`src/rtl/dual_port_pkg.sv`:
```
// Package with register addresses, field positions and reset values of the dual port block.
package dual_port_pkg;
    localparam int DataWidth = 8;
    localparam int AddrWidth = 16;
    localparam logic [AddrWidth-1:0] AddrLData = 16'h00D0;
    localparam logic [AddrWidth-1:0] AddrLConfig = 16'h00D1;
    localparam logic [AddrWidth-1:0] AddrLPins = 16'h00D2;
    localparam logic [AddrWidth-1:0] AddrGData = 16'h00D4;
    localparam logic [AddrWidth-1:0] AddrGConfig = 16'h00D5;
    localparam logic [AddrWidth-1:0] AddrGPins = 16'h00D6;
    localparam logic [AddrWidth-1:0] AddrControl = 16'h00EE;
    localparam logic [AddrWidth-1:0] AddrStatus = 16'h00EF;
    localparam logic [DataWidth-1:0] ResetZero = 8'h00;
    localparam logic [DataWidth-1:0] GConfigWritable = 8'h3F;
    localparam int HaltBit = 7;
    localparam int IntrBit = 0;
    localparam int TimerBit = 3;
    localparam int SerOutBit = 4;
    localparam int SerClkBit = 5;
    localparam int SerInBit = 6;
    localparam int CtlSerialSelBit = 1;
    localparam int CtlTimerEnBit = 4;
    localparam int StatIntrEnBit = 1;
    localparam int SyncStages = 2;
    typedef logic [DataWidth-1:0] byte_type;
    typedef logic [AddrWidth-1:0] addr_type;
    typedef enum logic [2:0]
    {
        RUN_STATE = 3'b001,
        HALT_STATE = 3'b010,
        WAKE_STATE = 3'b100
    } halt_state_type;
endpackage

```
`src/rtl/pin_sync_if.sv`:
```
// Interface carrying raw pins into the synchroniser and clean levels back out.
`timescale 1ns/1ps
interface pin_sync_if;
    logic [15:0] raw;
    logic [15:0] clean;
    modport source
    (
        output raw,
        input clean
    );
    modport sync
    (
        input raw,
        output clean
    );
endinterface

```
`src/rtl/dual_port_io.sv`:
```
// Two general purpose ports with halt control, alternate functions and register decode.
//
// Overview of operation
// Port L config/data select float, weak pull-up, drive low or drive high.
// Port L data register at 00D0, configuration register at 00D1.
// Reading 00D2 returns the current port L pin levels.
// Port G has six bidirectional pins 0..5 and input-only pins 6, 7.
// Port G bits use the same config/data encoding as port L.
// Port G data at 00D4, configuration at 00D5, pin levels at 00D6.
// Port G bit six and seven config writes ignored, read back zero.
// Writing one to port G data bit seven enters halt.
// While halted all internal state holds its value; here only register writes and reads freeze.
// A rising edge on the wake pin ends halt; not usable with crystal.
// Reset low ends halt.
// During reset ports float; program counter, status and control clear.
// Reset clears data and configuration registers of both ports.
// Port G alternates: interrupt, timer, serial out, clock, in, oscillator/wake.
// Bit seven is oscillator output by option, otherwise input and wake.
// Interrupt enabled by status register 00EF; timer and serial by control 00EE.
// Every port register bit can be set, cleared or tested individually.
// Software places two no-operations after the halt-entry write.
// Pin wake restarts clocks, resumes, and clears the halt request bit.
`timescale 1ns/1ps
module dual_port_io
    import dual_port_pkg::*;
#(
    parameter bit CrystalOption = 1'b0
)
(
    input wire logic clk,
    input wire logic rst,
    input wire dual_port_pkg::addr_type busAddr,
    input wire dual_port_pkg::byte_type busWriteData,
    input wire logic busWrite,
    input wire logic busRead,
    output dual_port_pkg::byte_type busReadData,
    input wire logic [7:0] portLIn,
    output logic [7:0] portLOut,
    output logic [7:0] portLOe,
    output logic [7:0] portLPullUp,
    input wire logic [7:0] portGIn,
    output logic [5:0] portGOut,
    output logic [5:0] portGOe,
    output logic [7:0] portGPullUp,
    input wire logic serialOut,
    input wire logic serialClockOut,
    input wire logic timerOut,
    output logic serialIn,
    output logic serialClockIn,
    output logic timerIn,
    output logic externalIntr,
    output dual_port_pkg::byte_type peripheralControl,
    output dual_port_pkg::byte_type processorStatusWord,
    output logic clockGate,
    output logic haltActive
);
    import dual_port_pkg::*;

    ////////////////////////////////////////////////////////////////////////////////
    // Registers and synchronised pins.
    byte_type lData_q;
    byte_type lConfig_q;
    byte_type gData_q;
    byte_type gConfig_q;
    byte_type control_q;
    byte_type status_q;
    byte_type readData_q;
    halt_state_type haltState_q;
    logic wakePrev_q;
    byte_type lPins;
    byte_type gPins;
    logic wakeRise;
    logic halted;
    logic haltNext;
    pin_sync_if syncBus();

    assign syncBus.raw = {portGIn, portLIn};
    assign lPins = syncBus.clean[7:0];
    assign gPins = syncBus.clean[15:8];

    pin_sync syncUnit
    (
        .clk(clk),
        .rst(rst),
        .syncPort(syncBus)
    );

    function automatic logic addrHit(input addr_type a, input addr_type target);
        addrHit = (a == target);
    endfunction

    assign halted = (haltState_q == HALT_STATE);
    assign wakeRise = gPins[HaltBit] & ~wakePrev_q & ~CrystalOption;
    assign haltNext = (haltState_q == RUN_STATE && gData_q[HaltBit]) || (halted && !wakeRise);

    ////////////////////////////////////////////////////////////////////////////////
    // Halt state machine.
    always_ff @(posedge clk or posedge rst)
    begin
        if (rst)
        begin
            haltState_q <= RUN_STATE;
        end
        else
        begin
            case (haltState_q)
                RUN_STATE:
                begin
                    if (gData_q[HaltBit])
                    begin
                        haltState_q <= HALT_STATE;
                    end
                end
                HALT_STATE:
                begin
                    if (wakeRise)
                    begin
                        haltState_q <= WAKE_STATE;
                    end
                end
                WAKE_STATE:
                begin
                    haltState_q <= RUN_STATE;
                end
                default:
                begin
                    haltState_q <= RUN_STATE;
                end
            endcase
        end
    end

    always_ff @(posedge clk or posedge rst)
    begin
        if (rst)
        begin
            wakePrev_q <= 1'b0;
        end
        else
        begin
            wakePrev_q <= gPins[HaltBit];
        end
    end

    ////////////////////////////////////////////////////////////////////////////////
    // Port registers; writes are frozen while halted.
    always_ff @(posedge clk or posedge rst)
    begin
        if (rst)
        begin
            lData_q <= ResetZero;
            lConfig_q <= ResetZero;
        end
        else if (busWrite && !halted)
        begin
            if (addrHit(busAddr, AddrLData))
            begin
                lData_q <= busWriteData;
            end
            if (addrHit(busAddr, AddrLConfig))
            begin
                lConfig_q <= busWriteData;
            end
        end
    end

    always_ff @(posedge clk or posedge rst)
    begin
        if (rst)
        begin
            gData_q <= ResetZero;
            gConfig_q <= ResetZero;
        end
        else if (haltState_q == WAKE_STATE)
        begin
            gData_q[HaltBit] <= 1'b0;
        end
        else if (busWrite && !halted)
        begin
            if (addrHit(busAddr, AddrGData))
            begin
                gData_q <= busWriteData;
            end
            if (addrHit(busAddr, AddrGConfig))
            begin
                gConfig_q <= busWriteData & GConfigWritable;
            end
        end
    end

    always_ff @(posedge clk or posedge rst)
    begin
        if (rst)
        begin
            control_q <= ResetZero;
            status_q <= ResetZero;
        end
        else if (busWrite && !halted)
        begin
            if (addrHit(busAddr, AddrControl))
            begin
                control_q <= busWriteData;
            end
            if (addrHit(busAddr, AddrStatus))
            begin
                status_q <= busWriteData;
            end
        end
    end

    ////////////////////////////////////////////////////////////////////////////////
    // Read path.
    always_ff @(posedge clk or posedge rst)
    begin
        if (rst)
        begin
            readData_q <= ResetZero;
        end
        else if (busRead && !halted)
        begin
            case (busAddr)
                AddrLData: readData_q <= lData_q;
                AddrLConfig: readData_q <= lConfig_q;
                AddrLPins: readData_q <= lPins;
                AddrGData: readData_q <= gData_q;
                AddrGConfig: readData_q <= gConfig_q & GConfigWritable;
                AddrGPins: readData_q <= gPins;
                AddrControl: readData_q <= control_q;
                AddrStatus: readData_q <= status_q;
                default: readData_q <= ResetZero;
            endcase
        end
    end

    ////////////////////////////////////////////////////////////////////////////////
    // Pad decode and registered outputs.
    logic [7:0] lLevel;
    logic [7:0] lEnable;
    logic [7:0] lPull;
    logic [7:0] gLevel;
    logic [7:0] gEnable;
    logic [7:0] gPull;
    logic [7:0] gLevelMux;

    pad_setup lPads
    (
        .config_i(lConfig_q),
        .data_i(lData_q),
        .driveLevel(lLevel),
        .driveEnable(lEnable),
        .pullUpEnable(lPull)
    );

    pad_setup gPads
    (
        .config_i(gConfig_q),
        .data_i(gData_q),
        .driveLevel(gLevel),
        .driveEnable(gEnable),
        .pullUpEnable(gPull)
    );

    always_comb
    begin
        gLevelMux = gLevel;
        if (control_q[CtlSerialSelBit])
        begin
            gLevelMux[SerOutBit] = serialOut;
            gLevelMux[SerClkBit] = serialClockOut;
        end
        if (control_q[CtlTimerEnBit])
        begin
            gLevelMux[TimerBit] = timerOut;
        end
    end

    always_ff @(posedge clk or posedge rst)
    begin
        if (rst)
        begin
            portLOut <= ResetZero;
            portLOe <= ResetZero;
            portLPullUp <= ResetZero;
            portGOut <= 6'h00;
            portGOe <= 6'h00;
            portGPullUp <= ResetZero;
        end
        else
        begin
            portLOut <= lLevel;
            portLOe <= lEnable;
            portLPullUp <= lPull;
            portGOut <= gLevelMux[5:0];
            portGOe <= gEnable[5:0];
            portGPullUp <= gPull;
        end
    end

    always_ff @(posedge clk or posedge rst)
    begin
        if (rst)
        begin
            serialIn <= 1'b0;
            serialClockIn <= 1'b0;
            timerIn <= 1'b0;
            externalIntr <= 1'b0;
            clockGate <= 1'b1;
            haltActive <= 1'b0;
        end
        else
        begin
            serialIn <= gPins[SerInBit];
            serialClockIn <= gPins[SerClkBit];
            timerIn <= gPins[TimerBit];
            externalIntr <= gPins[IntrBit] & status_q[StatIntrEnBit];
            clockGate <= ~haltNext;
            haltActive <= haltNext;
        end
    end

    assign busReadData = readData_q;
    assign peripheralControl = control_q;
    assign processorStatusWord = status_q;
endmodule

```
`src/rtl/pin_sync.sv`:
```
// Two flip-flop synchroniser for the sixteen port input pins.
`timescale 1ns/1ps
module pin_sync
    import dual_port_pkg::*;
(
    input wire logic clk,
    input wire logic rst,
    pin_sync_if.sync syncPort
);
    logic [15:0] stageOne_q;
    logic [15:0] stageTwo_q;

    always_ff @(posedge clk or posedge rst)
    begin
        if (rst)
        begin
            stageOne_q <= 16'h0000;
            stageTwo_q <= 16'h0000;
        end
        else
        begin
            stageOne_q <= syncPort.raw;
            stageTwo_q <= stageOne_q;
        end
    end

    assign syncPort.clean = stageTwo_q;
endmodule

```
`src/rtl/pad_setup.sv`:
```
// Decoder turning configuration and data bytes into pad drive, enable and pull-up controls.
`timescale 1ns/1ps
module pad_setup
    import dual_port_pkg::*;
(
    input wire dual_port_pkg::byte_type config_i,
    input wire dual_port_pkg::byte_type data_i,
    output logic [7:0] driveLevel,
    output logic [7:0] driveEnable,
    output logic [7:0] pullUpEnable
);
    // Config 0/data 0 floats, 0/1 pulls up, 1/x drives the data level.
    always_comb
    begin
        driveEnable = config_i;
        driveLevel = data_i;
        pullUpEnable = ~config_i & data_i;
    end
endmodule

```
`config.mk`:
```
export PLATFORM = sky130hd
export DESIGN_NAME = dual_port_io
export DESIGN_NICKNAME = d
export VERILOG_FILES = /design/src/rtl/dual_port_pkg.sv /design/src/rtl/pin_sync_if.sv /design/src/rtl/dual_port_io.sv /design/src/rtl/pin_sync.sv /design/src/rtl/pad_setup.sv
export SDC_FILE = /design/constraint.sdc
export NUM_CORES = 1
export LEC_CHECK = 0
export BUFFER_PORTS_ARGS = -buffer_cell sky130_fd_sc_hd__buf_2
export CAP_MARGIN = 0
export CORE_MARGIN = 4
export CORE_UTILIZATION = 55
export CTS_BUF_LIST = sky130_fd_sc_hd__clkbuf_8
export DETAILED_ROUTE_END_ITERATION = 12
export PLACE_DENSITY = 0.81
export REMOVE_ABC_BUFFERS = 1
export SLEW_MARGIN = 10
export SYNTH_ARGS = -nofsm -noshare
export SYNTH_HDL_FRONTEND = slang
export SYNTH_HIERARCHICAL = 1
export SYNTH_SLANG_ARGS = --single-unit
export TNS_END_PERCENT = 5
```
`constraint.sdc`:
```
create_clock -name clk -period 7.5 [get_ports clk]
set_clock_uncertainty 0.1 [all_clocks]
set_input_delay 0.375 -clock clk [delete_from_list [all_inputs] [get_ports clk]]
set_output_delay 0.375 -clock clk [all_outputs]
set_load 0.05 [all_outputs]
```
---- After elaboration in Yosys (flattened, before gate mapping) ----
Cells that the tools add are included.
cells by class
  equal/unequal tests ..................... 13
  multiplexer cells ....................... 9
  bitwise operators ....................... 9
  reduce and logical (&&, ||, !) cells .... 17
operator list
  operator                                                                number
  16-bit by 8-bit equality test with 1-bit output, second input constant  8
  8-bit one-hot mux with 8 select lines                                   1
  8-bit bitwise AND                                                       2
  8-bit 2-to-1 mux                                                        2
  2-bit AND reduction                                                     6
  6-bit inverter with 8-bit output                                        1
  8-bit inverter                                                          1
  3-bit 2-to-1 mux                                                        2
  3-bit one-hot mux with 2 select lines                                   1
  3-bit AND reduction                                                     2
  1-bit logical AND                                                       4
  2-bit inequality test, second input constant                            2
  2-bit nonzero test                                                      2
  3-bit by 1-bit equality test with 1-bit output, second input constant   1
  3-bit by 2-bit equality test with 1-bit output, second input constant   1
  3-bit equality test, second input constant                              1
  1-bit inverter                                                          3
  1-bit bitwise AND                                                       2
  1-bit logical NOT                                                       2
  1-bit 2-to-1 mux                                                        2
  2-bit 2-to-1 mux                                                        1
  1-bit logical OR                                                        1
storage, ports and cells
  bits in registers ....................... 140
  input bits .............................. 47
  output and inout bits ................... 74
  word-level logic and storage cells ...... 72

---- Longest topological paths before layout ----
  depth in word-level cells ............... 6
  mapped depth ............................ 7
  mapped depth without buffers ............ 5

---- Hierarchy ----
The synthesis kept the hierarchy.
by module, submodules not included
  module        times used  cells an instance  area each (um2)  sequential area each (um2)
  dual_port_io  1           270                4119.0           2705.1
  pin_sync      1           33                 804.5            800.8
  pad_setup     2           24                 230.2            0.0

---- Least setup slack after synthesis ----
Ideal clock, no wire load.
  path kind ............................... input -> register
  start ................................... input port busAddr[9]
  end ..................................... register lData_q[0]
  setup time .............................. 125 ps
  arrival ................................. 2295 ps
  required time ........................... 7275 ps
  slack ................................... 4980 ps
  stages .................................. 7
  buffers on the path ..................... 2
  cell sequence ........................... or4_1 buf_2 or4_1 nor4_2 nor2b_1 buf_4 mux2_2
on the way
  cells in the longest elaborated chain, start to end .. 2
ends and longest elaborated chain
  element                                          RTL line             text
  start, declared                                  dual_port_io.sv:32   input wire dual_port_pkg::addr_type busAddr,
  16-bit by 8-bit equality test with 1-bit output  dual_port_io.sv:89   addrHit = (a == target);
  2-bit AND reduction (no source line)             -
  end signal, assigned                             dual_port_io.sv:151  lData_q <= ResetZero;
  end signal, assigned                             dual_port_io.sv:158  lData_q <= busWriteData;
  end, declared                                    dual_port_io.sv:61   byte_type lData_q;
Every way passes these cells.
A chain may end at the register's enable or synchronous reset.

---- Worst setup path after layout ----
  start ................................... input port busAddr[9]
  end ..................................... register status_q[1] (netlist: processorStatusWord[1])
on the way
  cells in the longest elaborated chain, start to end .. 2
ends and longest elaborated chain
  element                                          RTL line             text
  16-bit by 8-bit equality test with 1-bit output  dual_port_io.sv:89
  2-bit AND reduction (no source line)             -
  end signal, assigned                             dual_port_io.sv:196  status_q <= ResetZero;
  end signal, assigned                             dual_port_io.sv:206  status_q <= busWriteData;
  end, declared                                    dual_port_io.sv:66   byte_type status_q;
Every way passes these cells.

==> impl_metrics.py <==
metrics = {
    "cells_and_area": {
        "drive_gt1_share_pct": 48.8,
        "final_nets": 516,
        "diodes": 0,
        "area_growth_pct": 20.6,
        "postLayoutCoreUtil_pct": 68.9,
        "num-fill-cells": 625,
    },
    "clock_tree": {
        "cts_buffers": 17,
        "cts_buffer_depth": 2,
        "post_cts_buffers": 0,
        "clock-sinks": 140,
        "clock_tree.root_cell": "clkbuf_8",
        "cts_tree": "built",
        "clk_pin_slew_ns": 0.07,
        "htree_levels": 4,
        "insertion_delay_ns": 0.42,
    },
    "worst_setup_path": {
        "startpoint_type": "input port",
        "slowest_delay_ns": 0.77,
        "crit_family": "simple AND/OR/NAND/NOR gates",
        "crit_buf_inv": 1,
        "cp_slowest_cell": "nor4_2",
        "cp_max_fo": 10,
        "critPathCaptureType": "flip-flop",
        "worstPathCellList": "buf_2 -> or4_1 -> nor4_2 -> nor2b_1 -> mux2_2",
        "crit_required_ns": 7.70,
        "worstSetupPathType": "input port to flip-flop",
        "arrival_ns": 3.06,
    },
    "die": {
        "io_pins": 121,
        "die_h_um": 107,
        "fp.dieW_um": 107,
        "rows": 35,
        "initial_core_util_pct": 57.1,
        "die_area_sq_mm": 0.0114,
        "fp.coreArea_sq_mm": 0.00937,
    },
    "pwr": {
        "p_leak_uw": 0.00324,
        "p_int_uw": 1130,
        "switching_power_uw": 321,
        "ir_drop_v": 0.000180,
        "seq_power_share_pct": 53.2,
        "p_per_area_mw_per_mm2": 224,
        "power_frac_clock_pct": 42.2,
        "swShare_pct": 22.2,
        "pwr-share-comb_pct": 4.6,
    },
    "status": {
        "status": "finished, final reports clean",
    },
    "route": {
        "drtIter0Drc": 237,
        "dr_wl_met3_um": 769,
        "highest_layer": "met4",
        "dr.pass1.iters": 4,
        "routedWlPerCell_um": 18.3,
        "vias_per_cell": 5.37,
        "ant_nets": 0,
        "wirelength_um": 11100,
        "vias": 3273,
        "wl_met1_um": 4390,
        "route.detailed.drc": 0,
        "dr_wl_met2_um": 5890,
    },
    "timing": {
        "worst-slew-pin-transition_ns": 1.10,
        "finalHoldViolCount": 0,
        "period_needed_ns": 2.87,
        "period_share_pct": 38.2,
        "fmax_ghz": 0.349,
        "setup_viol": 0,
        "relSlewSlack_pct": 25.9,
        "setup-tns-final_ns": 0,
        "drv_slew": 0,
        "rsz0062_at_grt": "no",
    },
    "synth": {
        "yosys_warnings": 6,
        "netlist_instances": 347,
        "syn-cell-area_sq_mm": 0.00535,
        "syn_avg_cell_area_sq_um": 15.4,
    },
    "job": {
        "maxCapViolations": 0,
    },
    "worst_hold_path": {
        "hold_path_class": "input port to flip-flop",
    },
    "global_routing": {
        "grt_max_degree": 68,
        "grt_antenna_before_repair": 0,
        "grt_pass1_wl_um": 17900,
        "grt_use_total_pct": 20.5,
        "grt_pass1_vias": 3462,
        "gr-total-overflow": 0,
    },
    "place": {
        "post-dp-hpwl_um": 7710,
        "io_buffers": 120,
        "place.gp.congestion": 0.861,
    },
}
## sequential cells by signal, summed over array words and instances (netlist names), 3 cells and up
signal,count
haltState_q,3
portLOut,8
portGOut,6
gConfig_q,6
portGOe,6
portGPullUp,8
portLPullUp,8
lConfig_q,8
gData_q,8
processorStatusWord,8
peripheralControl,8
busReadData,8
portLOe,8
syncUnit/stageOne_q,16
lData_q,8
syncUnit/syncPort.clean,16
## per-layer routing
layer | up-vias | global-route usage (%)
met1 | 1681 | 25.1
met5 | - | 0
met4 | 0 | 6.03
met2 | 124 | 35.3
met3 | 12 | 6.32
li1 | 1456 | -
## power groups by stage
stage                     Combinational (uW)  Sequential [uW]  Clock [uW]
after detailed placement                60.2              785           0
final                                   67.0              770         611
after CTS                               67.1              770         621
after global routing                    73.7              771         654
after global placement                  59.1              784           0
after floorplan                         21.8              792           0
## area by class of cell
type	instances	area [sq um]	share of cell area (%)
clock inverters	8	106	1.65
flip-flops and latches	140	3510	54.3
clock buffers	22	303	4.69
multi-input cells	168	1590	24.6
inverters	4	17.5	0.271
well taps	129	161	2.50
repair buffers	138	778	12.0
## through the flow
step	cell area [sq um]	instances	hold slack, ns	setup WS [ns]	power, uW
after floorplan	5100	312	0.231	4.18	814
after global placement	5870	562	0.231	4.35	843
after detailed placement	5870	562	0.235	4.28	845
after CTS	6450	609	0.0603	4.72	1460
after global routing	6460	609	0.0564	4.58	1500
final	6460	609	0.0806	4.63	1450
## repair_timing
action                                  in CTS  in global routing
hold endpoints to repair                    55                  0
endpoints found under the setup margin       0                  0
gates resized for setup                      0                  0
hold buffers                                17                  0
## worst register-to-register path: stages, from the launching register on
cell and delay [ns]:
dfstp_2 0.56, or3b_2 0.16, nand2_1 0.19, nor4_2 0.37, nor2b_1 0.60, mux2_2 0.41
## final timing paths
check	slack (ns)	from	endpoint	depth (start not counted)
max in group asynchronous	5.66	rst	gData_q[0]$_DFFE_PP0P_	4
worst min-delay path	0.08	serialClockOut	portGOut[5]$_DFF_PP0_	2
min in group asynchronous	0.44	rst	serialIn$_DFF_PP0_	3
worst max register to register	5.00	haltState_q[0]$_DFFE_PP1P_	lData_q[1]$_DFFE_PP0P_	5
worst max-delay path	4.63	busAddr[9]	processorStatusWord[1]$_DFFE_PP0P_	5
worst min register to register	0.25	syncUnit/stageOne_q[3]$_DFF_PP0_	syncUnit/syncPort.clean[3]$_DFF_PP0_	0
## cell usage in the layout (no fill, tap or decap), drive strengths merged, types with 3 or more instances in the layout
cell	count
a21oi	9
a22oi	18
a31oi	8
buf	121
clkbuf	22
dfrtp	138
dlygate4sd3	17
inv	6
mux2	48
mux2i	3
mux4	6
nand2	4
nand2b	3
nand3b	3
nand4b	3
nor2	6
nor2b	18
nor4	5
o21ai	11
or4	8
Note: power is estimated with default switching activity, not from simulation.
